## src/mpf_pkg.sv

```systemverilog
package mpf_pkg;
   // -----------------------------------------------------------------
   // System control word bit positions
   // -----------------------------------------------------------------
   localparam int SC_EXT_INTERRUPT_ZERO_BIT = 16;
   localparam int SC_EXT_INTERRUPT_ONE_BIT = 17;
   localparam int SC_EXT_INTERRUPT_TWO_BIT = 18;
   localparam int SC_TMX_BIT = 19;
   localparam int SC_GPIO_BIT = 20;
   localparam logic [31:0] SC_RESET = 32'h0000_0000;

   localparam int BUS_W = 16;
   localparam int ADDR_W = 24;
   localparam int NFLAG = 4;
   localparam logic [BUS_W-1:0] BUS_ZERO = 16'h0000;
   localparam logic [BUS_W-1:0] BUS_ONES = 16'hffff;
   localparam logic [ADDR_W-1:0] ADDR_ZERO = 24'h00_0000;
   localparam logic [NFLAG-1:0] FLAG_ZERO = 4'h0;
   localparam logic [NFLAG-1:0] FLAG_ONES = 4'hf;

   // Access request from the core or DMA
   typedef struct packed {
      logic wr;
      logic [ADDR_W-1:0] addr;
      logic [BUS_W-1:0] wdata;
   } mpf_req_t;

   typedef enum logic [3:0] {
      MPF_IDLE = 4'b0001,
      MPF_ADDR = 4'b0010,
      MPF_DATA = 4'b0100,
      MPF_DONE = 4'b1000
   } mpf_state_t;
endpackage

```

## src/mpf_port.sv

```systemverilog
// What this block does
// Addresses and data share the sixteen bus pins, the latch strobe marking the address phase.
// A configuration input selects byte-wide or halfword-wide bus mode.
// In byte mode the latch strobe pulses when the upper sixteen address bits change.
// In halfword mode the latch strobe pulses when the low sixteen address bits change.
// System control bit 20 with the port disabled makes the bus pins sixteen flags.
// The read strobe is low during each external read and high otherwise.
// The write strobe is low during each external write and high otherwise.
// In flag mode all three bus strobes stay deasserted.
// The latch strobe marks a new address, active high after reset, software may invert it.
// Each dedicated flag pin is an input, testable, or a driven output.
// Flags can act as serial slave selects; flag zero selects the boot memory in master boot.
// System control bits 16 to 18 turn flags zero to two into interrupt inputs.
// System control bit 19 turns flag three into the timer expiry output.
// With the bus pins as inputs, the first input data channel takes parallel data from them.
// After reset bus pins float, read and write strobes high, latch strobe low, flags float.
// An access whose address needs a new latch shows its address phase with the latch strobe before its data phase; others go straight to data.
//
// The strobed register port and the address map were left to the implementer.
module mpf_port
   import mpf_pkg::*;
(
   input wire logic clk_sys,
   input wire logic rst,
   input wire logic ce,
   input wire logic [31:0] system_control_word,
   input wire logic port_enable,
   input wire logic mode_16bit,
   input wire logic ale_active_low,
   input wire logic req_valid,
   input wire mpf_req_t req,
   output logic req_ready,
   output logic rd_valid,
   output logic [BUS_W-1:0] rd_data,
   input wire logic [BUS_W-1:0] shared_addr_data_pins_in,
   output logic [BUS_W-1:0] shared_addr_data_pins_out,
   output logic [BUS_W-1:0] shared_addr_data_pins_oe_n,
   output logic read_strobe_n,
   output logic write_strobe_n,
   output logic latch_strobe,
   input wire logic [BUS_W-1:0] bus_pins_as_gpio_out,
   input wire logic [BUS_W-1:0] bus_pins_as_gpio_dir,
   output logic [BUS_W-1:0] bus_pins_as_gpio_in,
   input wire logic idp_capture,
   output logic input_data_port_valid,
   output logic [BUS_W-1:0] input_data_port_data,
   input wire logic [NFLAG-1:0] dedicated_gp_pins_in,
   output logic [NFLAG-1:0] dedicated_gp_pins_out,
   output logic [NFLAG-1:0] dedicated_gp_pins_oe_n,
   input wire logic [NFLAG-1:0] flag_out_value,
   input wire logic [NFLAG-1:0] flag_dir_out,
   output logic [NFLAG-1:0] flag_test,
   input wire logic spi_master,
   input wire logic [NFLAG-1:0] spi_select_n,
   input wire logic spi_boot,
   input wire logic boot_select_n,
   input wire logic timer_expired,
   output logic ext_interrupt_zero,
   output logic ext_interrupt_one,
   output logic ext_interrupt_two
);
   // -----------------------------------------------------------------
   // Pin synchronisers
   // -----------------------------------------------------------------
   // Two flops cost latency: flag tests and read data lag the pins
   logic [BUS_W-1:0] bus_s1, bus_s2;
   logic [NFLAG-1:0] flg_s1, flg_s2;
   logic [BUS_W-1:0] next_bus_s1, next_bus_s2;
   logic [NFLAG-1:0] next_flg_s1, next_flg_s2;

   always_comb begin
      next_bus_s1 = shared_addr_data_pins_in;
      next_bus_s2 = bus_s1;
      next_flg_s1 = dedicated_gp_pins_in;
      next_flg_s2 = flg_s1;
   end

   always_ff @(posedge clk_sys) begin
      if (rst) begin
         bus_s1 <= BUS_ONES;
         bus_s2 <= BUS_ONES;
         flg_s1 <= FLAG_ONES;
         flg_s2 <= FLAG_ONES;
      end else if (ce) begin
         bus_s1 <= next_bus_s1;
         bus_s2 <= next_bus_s2;
         flg_s1 <= next_flg_s1;
         flg_s2 <= next_flg_s2;
      end
   end

   // -----------------------------------------------------------------
   // Parallel port access sequencer
   // -----------------------------------------------------------------
   logic gpio_mode;
   assign gpio_mode = system_control_word[SC_GPIO_BIT] & ~port_enable;

   mpf_state_t state, next_state;
   mpf_req_t cur, next_cur;
   logic [ADDR_W-1:0] last_addr, next_last_addr;
   logic addr_known, next_addr_known;
   logic [BUS_W-1:0] ad_out, next_ad_out;
   logic [BUS_W-1:0] ad_oe_n, next_ad_oe_n;
   logic rd_n, next_rd_n, wr_n, next_wr_n, ale_on, next_ale_on;
   logic rdv, next_rdv;
   logic [BUS_W-1:0] rdd, next_rdd;
   logic need_ale;
   // Marks read data on its way through the two pin flip-flops
   logic [1:0] rd_sync, next_rd_sync;
   logic [BUS_W-1:0] rd_oe_n;

   // Byte mode compares the externally latched upper bits, halfword the low
   always_comb begin
      if (mode_16bit) begin
         need_ale = !addr_known ||
                    (req.addr[BUS_W-1:0] != last_addr[BUS_W-1:0]);
      end else begin
         need_ale = !addr_known ||
                    (req.addr[ADDR_W-1:8] != last_addr[ADDR_W-1:8]);
      end
   end

   // Byte reads still drive the low address byte on the upper lanes
   always_comb begin
      rd_oe_n = mode_16bit ? BUS_ONES
                           : {BUS_ZERO[BUS_W-1:8], BUS_ONES[7:0]};
   end

   always_comb begin
      next_state = state;
      next_cur = cur;
      next_last_addr = last_addr;
      next_addr_known = addr_known;
      next_ad_out = ad_out;
      next_ad_oe_n = ad_oe_n;
      next_rd_n = 1'b1;
      next_wr_n = 1'b1;
      next_ale_on = 1'b0;
      next_rdv = 1'b0;
      next_rdd = rdd;
      next_rd_sync = 2'h0;
      case (state)
         MPF_IDLE: begin
            next_ad_oe_n = BUS_ONES;
            // Requests are ignored while disabled or in flag mode
            if (req_valid && port_enable && !gpio_mode) begin
               next_cur = req;
               if (need_ale) begin
                  next_state = MPF_ADDR;
                  next_ale_on = 1'b1;
                  next_ad_oe_n = BUS_ZERO;
                  next_ad_out = mode_16bit ? req.addr[BUS_W-1:0]
                                           : req.addr[ADDR_W-1:8];
                  next_last_addr = req.addr;
                  next_addr_known = 1'b1;
               end else begin
                  // Address already held by the latch, go straight to data
                  next_state = MPF_DATA;
                  next_rd_n = req.wr;
                  next_wr_n = ~req.wr;
                  next_ad_oe_n = req.wr ? BUS_ZERO : rd_oe_n;
                  next_ad_out = mode_16bit ? req.wdata
                                           : {req.addr[7:0], req.wdata[7:0]};
               end
            end
         end
         MPF_ADDR: begin
            // Data only after the latch strobe has closed
            next_state = MPF_DATA;
            next_rd_n = cur.wr;
            next_wr_n = ~cur.wr;
            next_ad_oe_n = cur.wr ? BUS_ZERO : rd_oe_n;
            // In byte mode low address byte rides the upper lanes
            next_ad_out = mode_16bit ? cur.wdata
                                     : {cur.addr[7:0], cur.wdata[7:0]};
         end
         MPF_DATA: begin
            // Pins sampled under the strobe reach bus_s2 two cycles later
            if (cur.wr) begin
               next_state = MPF_DONE;
            end else if (rd_sync[1]) begin
               next_state = MPF_DONE;
               next_rdv = 1'b1;
               next_rdd = mode_16bit ? bus_s2
                                     : {BUS_ZERO[BUS_W-1:8], bus_s2[7:0]};
            end else begin
               next_rd_sync = {rd_sync[0], 1'b1};
            end
         end
         MPF_DONE: begin
            // Release the bus in the same cycle that ready returns
            next_state = MPF_IDLE;
            next_ad_oe_n = BUS_ONES;
         end
         default: next_state = MPF_IDLE;
      endcase
      if (gpio_mode) begin
         // Flag mode overrides the pins, strobes and addr_known whatever the sequencer planned
         next_addr_known = 1'b0;
         next_ad_out = bus_pins_as_gpio_out;
         next_ad_oe_n = ~bus_pins_as_gpio_dir;
         next_rd_n = 1'b1;
         next_wr_n = 1'b1;
         next_ale_on = 1'b0;
      end
   end

   always_ff @(posedge clk_sys) begin
      if (rst) begin
         state <= MPF_IDLE;
         cur <= '0;
         last_addr <= ADDR_ZERO;
         addr_known <= 1'b0;
         ad_out <= BUS_ZERO;
         ad_oe_n <= BUS_ONES;
         rd_n <= 1'b1;
         wr_n <= 1'b1;
         ale_on <= 1'b0;
         rdv <= 1'b0;
         rdd <= BUS_ZERO;
         rd_sync <= 2'h0;
      end else if (ce) begin
         state <= next_state;
         cur <= next_cur;
         last_addr <= next_last_addr;
         addr_known <= next_addr_known;
         ad_out <= next_ad_out;
         ad_oe_n <= next_ad_oe_n;
         rd_n <= next_rd_n;
         wr_n <= next_wr_n;
         ale_on <= next_ale_on;
         rdv <= next_rdv;
         rdd <= next_rdd;
         rd_sync <= next_rd_sync;
      end
   end

   // -----------------------------------------------------------------
   // Latch strobe polarity, input data port and flag pins
   // -----------------------------------------------------------------
   // Polarity is registered with the strobe so the pin stays a flop output;
   // at reset the pin sits low, which is the inactive level of active high
   logic ale_pin, next_ale_pin;
   logic idv, next_idv;
   logic [BUS_W-1:0] idd, next_idd, gin, next_gin;
   logic [NFLAG-1:0] fl_out, next_fl_out, fl_oe_n, next_fl_oe_n;
   logic [NFLAG-1:0] ftest, next_ftest;
   logic [2:0] irq, next_irq;
   logic [NFLAG-1:0] flag_is_out;
   logic [NFLAG-1:0] flag_val;

   always_comb begin
      next_ale_pin = next_ale_on ^ ale_active_low;
      next_gin = bus_s2;
      next_idv = 1'b0;
      next_idd = idd;
      if (idp_capture && (gpio_mode || (!port_enable))) begin
         next_idv = 1'b1;
         next_idd = bus_s2;
      end
      flag_val = flag_out_value;
      flag_is_out = flag_dir_out;
      if (spi_master) begin
         flag_val = spi_select_n;
         flag_is_out = FLAG_ONES;
      end
      if (spi_boot) begin
         flag_val[0] = boot_select_n;
         flag_is_out[0] = 1'b1;
      end
      if (system_control_word[SC_EXT_INTERRUPT_ZERO_BIT]) flag_is_out[0] = 1'b0;
      if (system_control_word[SC_EXT_INTERRUPT_ONE_BIT]) flag_is_out[1] = 1'b0;
      if (system_control_word[SC_EXT_INTERRUPT_TWO_BIT]) flag_is_out[2] = 1'b0;
      if (system_control_word[SC_TMX_BIT]) begin
         flag_val[3] = timer_expired;
         flag_is_out[3] = 1'b1;
      end
      next_fl_out = flag_val;
      next_fl_oe_n = ~flag_is_out;
      next_ftest = flg_s2;
      next_irq[0] = system_control_word[SC_EXT_INTERRUPT_ZERO_BIT] & ~flg_s2[0];
      next_irq[1] = system_control_word[SC_EXT_INTERRUPT_ONE_BIT] & ~flg_s2[1];
      next_irq[2] = system_control_word[SC_EXT_INTERRUPT_TWO_BIT] & ~flg_s2[2];
   end

   always_ff @(posedge clk_sys) begin
      if (rst) begin
         ale_pin <= 1'b0;
         gin <= BUS_ONES;
         idv <= 1'b0;
         idd <= BUS_ZERO;
         fl_out <= FLAG_ZERO;
         fl_oe_n <= FLAG_ONES;
         ftest <= FLAG_ONES;
         irq <= 3'h0;
      end else if (ce) begin
         ale_pin <= next_ale_pin;
         gin <= next_gin;
         idv <= next_idv;
         idd <= next_idd;
         fl_out <= next_fl_out;
         fl_oe_n <= next_fl_oe_n;
         ftest <= next_ftest;
         irq <= next_irq;
      end
   end

   // -----------------------------------------------------------------
   // Request handshake
   // -----------------------------------------------------------------
   // Ready is derived from flops: idle state, enabled, not in flag mode
   logic rdy, next_rdy;
   always_comb begin
      next_rdy = (next_state == MPF_IDLE) && port_enable && !gpio_mode;
   end
   always_ff @(posedge clk_sys) begin
      if (rst) begin
         rdy <= 1'b0;
      end else if (ce) begin
         rdy <= next_rdy;
      end
   end

   // -----------------------------------------------------------------
   // Pin and status outputs
   // -----------------------------------------------------------------
   assign req_ready = rdy;
   assign rd_valid = rdv;
   assign rd_data = rdd;
   assign shared_addr_data_pins_out = ad_out;
   assign shared_addr_data_pins_oe_n = ad_oe_n;
   assign read_strobe_n = rd_n;
   assign write_strobe_n = wr_n;
   assign latch_strobe = ale_pin;
   assign bus_pins_as_gpio_in = gin;
   assign input_data_port_valid = idv;
   assign input_data_port_data = idd;
   assign dedicated_gp_pins_out = fl_out;
   assign dedicated_gp_pins_oe_n = fl_oe_n;
   assign flag_test = ftest;
   assign ext_interrupt_zero = irq[0];
   assign ext_interrupt_one = irq[1];
   assign ext_interrupt_two = irq[2];
endmodule

```

## config.mk

```make
export PLATFORM = sky130hd
export DESIGN_NAME = mpf_port
export DESIGN_NICKNAME = d
export VERILOG_FILES = /design/src/mpf_pkg.sv /design/src/mpf_port.sv
export SDC_FILE = /design/constraint.sdc
export NUM_CORES = 1
export LEC_CHECK = 0
export ABC_AREA = 1
export BUFFER_PORTS_ARGS = -buffer_cell sky130_fd_sc_hd__buf_2
export CAP_MARGIN = 10
export CORE_UTILIZATION = 25
export DETAILED_ROUTE_END_ITERATION = 10
export GPL_TIMING_DRIVEN = 0
export SYNTH_ARGS = -nofsm -noshare
export SYNTH_HDL_FRONTEND = slang
export SYNTH_SLANG_ARGS = --single-unit
```

## constraint.sdc

```tcl
create_clock -name clk_sys -period 1.65 [get_ports clk_sys]
set_clock_uncertainty 0.2 [all_clocks]
set_input_delay 0.2475 -clock clk_sys [delete_from_list [all_inputs] [get_ports clk_sys]]
set_output_delay 0.2475 -clock clk_sys [all_outputs]
set_load 0.01 [all_outputs]
```

Yosys cells after proc, flatten, opt, wreduce, memory -nomap -nowiden
Cells that the tools add are included.

Equality and inequality tests: 8. Multiplexer cells: 53. Bitwise operators: 13. Reductions and logical operators: 23.

Operator list (number): $mux 16 (13); $pmux 16 s3 (1); $ne 16x16->1 (2); $pmux 16 s2 (1); $mux 1 (26); $mux 4 (5); $not 16->16 (1); $pmux 4 s3 (1); $reduce_and 4->1 (3); $eq 4x1->1 const B (2); $mux 2 (3); $not 1->1 (6); $reduce_and 3->1 (2); $reduce_bool 2->1 (3); $logic_and 1x1->1 (5); $and 1x1->1 (4); $eq 4x2->1 const B (1); $eq 4x3->1 const B (1); $eq 4x4->1 const B (1); $not 4->4 (1); $pmux 1 s2 (2); $reduce_and 2->1 (2); $reduce_bool 4->1 (1); $logic_not 1->1 (3); 5 further kinds (7).

Bits in registers: 197. Bits of input ports: 149. Output and inout bits: 101. Word-level logic and storage cells: 123.

Logic depth before layout (Yosys ltp)
Depth in word-level cells: 9. Gate-level depth with buffers: 16. Depth with buffers taken out: 16.

Worst setup path before layout
Ideal clock, no wire load.

Path kind: reg2reg. Start point: register state[3]. End point: register ad_oe_n[6], in the netlist shared_addr_data_pins_oe_n[6]. Library setup time: 126 ps. Data arrival time: 1442 ps. Data required time: 1324 ps. Slack: -118 ps. Stages on the path, launching flop included: 12. Buffers on the path: 1. Clock period less this slack: 1768 ps. Cell sequence: dfxtp_1 > nor2_1 > inv_2 > nor3_2 > nor2_2 > nand2_2 > o21ai_4 > inv_2 > buf_6 > or2_0 > nand2_1 > nand2_1.

Word-level cells in the longest chain between the ends: 3. Elaborated cells between the ends (all ways): 7. Those cells by class: 3 x eq/ne; 2 x mux; 2 x reduce/logical.

Ends and longest elaborated chain: start: declaration (line mpf_port.sv:98) `mpf_state_t state, next_state;`; start signal: assignment (line mpf_port.sv:223) `state <= next_state;`; $eq 4x4->1 (tied with other cells) (line mpf_port.sv:142) `case (state)`; $pmux 16 s3 or $reduce_bool 4->1 (tied branches); $mux 16 or $reduce_and 2->1 (tied branches); end signal: assignment (line mpf_port.sv:228) `ad_oe_n <= next_ad_oe_n;`; end: declaration (line mpf_port.sv:103) `logic [BUS_W-1:0] ad_oe_n, next_ad_oe_n;`.

Parallel ways exist; a longest one is shown, timed or not. A chain may end at the register's enable or synchronous reset.

Final worst setup path
Start point: register state[3]. End point: register state[1].

Word-level cells in the longest chain between the ends: 2. Elaborated cells between the ends (all ways): 4. Those cells by class: 3 x eq/ne; 1 x mux.

Ends and longest elaborated chain (line): $eq 4x3->1 (tied with other cells) (mpf_port.sv:142); $pmux 4 s3 (*) (mpf_port.sv:142).

Every way passes the cells marked *; elsewhere a longest branch is shown, timed or not.

==> flow_summary_export.csv <==
group,metric,value,unit
outcome,status,"finished with violations",
outcome,violations,"setup timing",
timing,min_period,1.98,ns
timing,fmax,504,MHz
drt,routedWlPerCell,16.4,microns
yosys,postSynthAreaPerCell,7.11,sq um
placement,place_area,0.0103,sq mm
drt,first_pass_iters,5,
finish,syn2layout_area_growth,57.3,%
setup_path,setup.worst_path.class,"reg -> reg",
setup_path,worstSetupEndpointType,"flip-flop",
clock_tree,cts_tree,"yes",
timing,rsz0062_at_grt,"true",
power,leakage,0.00596,uW
min_path,hold_class,"in -> reg",
finish,nets,1762,
die,boundaryPins,250,
timing,hold_viol,0,
drt,drt-initial-drc-count,801,
clock_tree,cts_buffers,17,
power,netSwitchingFraction,0.315,
timing,setup_ws,-0.335,ns
setup_path,critical_path.max_fanout,10,
drt,routed_wl,34000,microns
yosys,syn_inst,1208,
clock_tree,clk_latency,0.47,ns
clock_tree,clk_pin_slew,0.09,ns
placement,dp_hpwl,23000,microns
setup_path,path_buf_inv,4,
grt,grt_pass1_vias,9613,
die,fp.dieW,187,microns
timing,tightest_slew,0.863,ns
die,start_util,0.255,
timing,setup_viol,107,
clock_tree,cts_htree_levels,4,
placement,io_buffers,219,
power,seqPwrFrac,0.444,
drt,route.detailed.drc,0,
power,clock_power_share,0.373,
setup_path,crit_required,1.84,ns
grt,grt_pass1_wl,52200,microns
finish,drive_above_1_share,0.346,
die,die_area,0.0351,sq mm
min_path,hold_end,"state[2]",
drt,routed_via_density,4.80,
placement,post-place-ws,-0.847,ns
setup_path,worstRegToRegCells,10,
timing,slew_headroom,0.425,
power,p_sw,3710,uW
placement,finalWeightedCongestion,0.882,
drt,dr_total_vias,9964,
setup_path,slowest_delay,0.36,ns
yosys,ys_ff_latch,197,
setup_path,r2r-end,"state[1]",
setup_path,r2r_slack,-0.33,ns
yosys,yosysWarnings,0,
power,ir_drop,0.893,mV
min_path,hold_depth,4,
setup_path,start_kind,"flip-flop",
finish,fin_area,0.0135,sq mm
timing,fin_crit_sh,1.20,
die,die_h,187,microns
power,combPwrFrac,0.183,
power,power.internal,8070,uW
timing,slew_viol_final,0,
grt,grt_max_degree,23,
yosys,yosysUniqueCellTypes,37,
setup_path,cp.arrival,2.17,ns
clock_tree,cts_sinks,197,
yosys,seq_area_frac_synth,0.459,
setup_path,cp_cell_sequence,"nor2_4, inv_4, nor3_4, nand2_2, nor2_4, buf_6, nand2_4, buf_12, buf_12, a21oi_2",
min_path,worstHoldStart,"rst",
clock_tree,root_buffer,"clkbuf_16",
power,total_power,11800,uW
drt,ant_nets,0,
job,drv_cap,0,
grt,antenna_found_initial,2,
setup_path,crit_family,"simple AND/OR/NAND/NOR gates",
setup_path,cpMaxStageDelayCell,"dfxtp_4",
power,p_per_area,871,mW/mm^2
grt,grt_overflow,0,
setup_path,r2r_start,"state[3]",
yosys,synth_area,0.00859,sq mm
die,core_area,0.0337,sq mm
grt,grt_usage,0.190,
yosys,synth_nets,1357,
clock_tree,cts_buffer_depth,2,
die,rows,67,
[sequential cells by signal, summed over array words and instances, names as in the netlist, 16 cells and up]
signal,count
last_addr,24
shared_addr_data_pins_oe_n,16
bus_pins_as_gpio_in,16
rd_data,16
shared_addr_data_pins_out,16
bus_s2,16
bus_s1,16
input_data_port_data,16
cur,25
[how the worst max path moves through the flow]
stage	from	endpoint	slack [ns]	cells past startpoint
after floorplan	state[3]	shared_addr_data_pins_oe_n[6]	-0.09	11
after global placement	rst	cur[17]	-0.77	6
after detailed placement	rst	dedicated_gp_pins_out[3]	-0.85	6
after CTS	last_addr[11]	shared_addr_data_pins_out[1]	-0.29	11
after global routing	last_addr[19]	shared_addr_data_pins_out[1]	-0.44	13
final	state[3]	state[1]	-0.33	10
[timing repair]
| item | in CTS | in global routing |
|---|---|---|
| hold buffers | 120 | 0 |
| pin swaps | 39 | 56 |
| resized for setup | 123 | 194 |
| endpoints found under the hold margin | 114 | 0 |
| endpoints found under the setup margin | 121 | 114 |
| buffers inserted | 24 | 16 |
| gates cloned | 9 | 1 |
[per-stage QoR]
stage	hold WS [ns]	setup TNS, ns	util	std cells
floorplan	0.137	-2.66	-	1208
global placement	0.234	-86.69	0.307	1875
detailed placement	0.236	-90.20	0.307	1875
CTS	0.0229	-24.13	0.380	2060
global route	0.0772	-37.41	0.401	2074
finish	0.0267	-27.53	0.401	2076
[placed cells by master (no fill, tap or decap), types with 18 or more instances in the layout]
master / count
dfxtp_1: 185
buf_2: 222
dlygate4sd3_1: 120
buf_4: 23
buf_6: 28
o21ai_2: 29
nand2_1: 279
or2_2: 18
nor2_1: 93
nand3_1: 97
a21oi_1: 80
nand3_2: 25
inv_1: 43
nand2_2: 32
clkbuf_1: 43
o21ai_0: 52
nor2_4: 24
a21oi_2: 30
o21ai_1: 28
[worst reg2reg max path, stage by stage, from the launching register on]
cell and delay (ns):
dfxtp_4 0.36, nor2_4 0.12, inv_4 0.05, nor3_4 0.28, nand2_2 0.13, nor2_4 0.15, buf_6 0.14, nand2_4 0.08
buf_12 0.15, buf_12 0.15, a21oi_2 0.10
[power by group through the flow]
| stage | registers, uW | logic [uW] | clock network, uW |
|---|---|---|---|
| 2_1_floorplan | 5340 | 861 | 0 |
| 3_3_place_gp | 5310 | 1570 | 0 |
| 3_5_place_dp | 5310 | 1590 | 0 |
| 4_1_cts | 5210 | 1960 | 4450 |
| 5_1_grt | 5260 | 2350 | 4670 |
| 6_report | 5230 | 2160 | 4390 |
[cell usage after synthesis]
cell type  number  share of area
nor2_2          1        0.00073
inv_2          12         0.0052
clkinv_1        1        0.00044
buf_6           4         0.0052
buf_1           1        0.00044
or2_2          18          0.013
dfxtp_1       197           0.46
a31oi_1         1        0.00073
o22ai_1         1        0.00073
o41ai_1         1         0.0010
xnor2_1         6         0.0061
o21ai_1        29          0.017
mux2i_1         8         0.0093
clkbuf_1       55          0.024
a21oi_1       102          0.059
nand2_1       317           0.14
xor2_1          3         0.0031
a21oi_2         8         0.0082
nor4_4          1         0.0025
o211ai_1       12          0.010
or3_1           2         0.0015
nor3_1          7         0.0041
inv_1          50          0.022
nand2_4         1         0.0013
or2_0           8         0.0058
nor3b_1         1        0.00087
nand2_2         6         0.0044
nor3_2          2         0.0023
nor3_4          1         0.0019
nand3_1       122          0.071
o21ai_0        80          0.047
nor2_1        127          0.055
buf_4           5         0.0044
nor2_4          2         0.0026
o21ai_4         1         0.0019
buf_2          14         0.0082
nand4_1         1        0.00073
[final cells by class]
type	count	area (sq um)
diodes	2	5.00
plain buffers	79	529
clock buffers	17	425
clock inverters	15	195
fillers	3447	20200
inverters	63	262
multi-input cells	869	4790
flip-flops and latches	197	3970
well taps	448	561
repair buffers	385	2780
repair inverters	1	6.26
[per-layer routing]
layer,vias up,track usage,routed length [microns]
met5,-,0,0
met4,0,0.0813,1190
met3,83,0.0405,2110
met2,427,0.316,16000
met1,4687,0.237,14700
li1,4767,-,-
[cells by family (layout without fill, tap and decap cells)]
| logic type | after synthesis | count (layout) | share of synthesized area |
|---|---|---|---|
| AND/OR/NAND/NOR | 617 | 617 | 0.307 |
| AO/OA/AOI/OAI | 235 | 235 | 0.146 |
| multiplexers | 8 | 8 | 0.00932 |
| flip-flops | 197 | 197 | 0.459 |
| buffers and inverters | 142 | 560 | 0.0698 |
| XOR/XNOR | 9 | 9 | 0.00917 |
| other | 0 | 2 | 0 |
(Power assumes the default switching activity.)
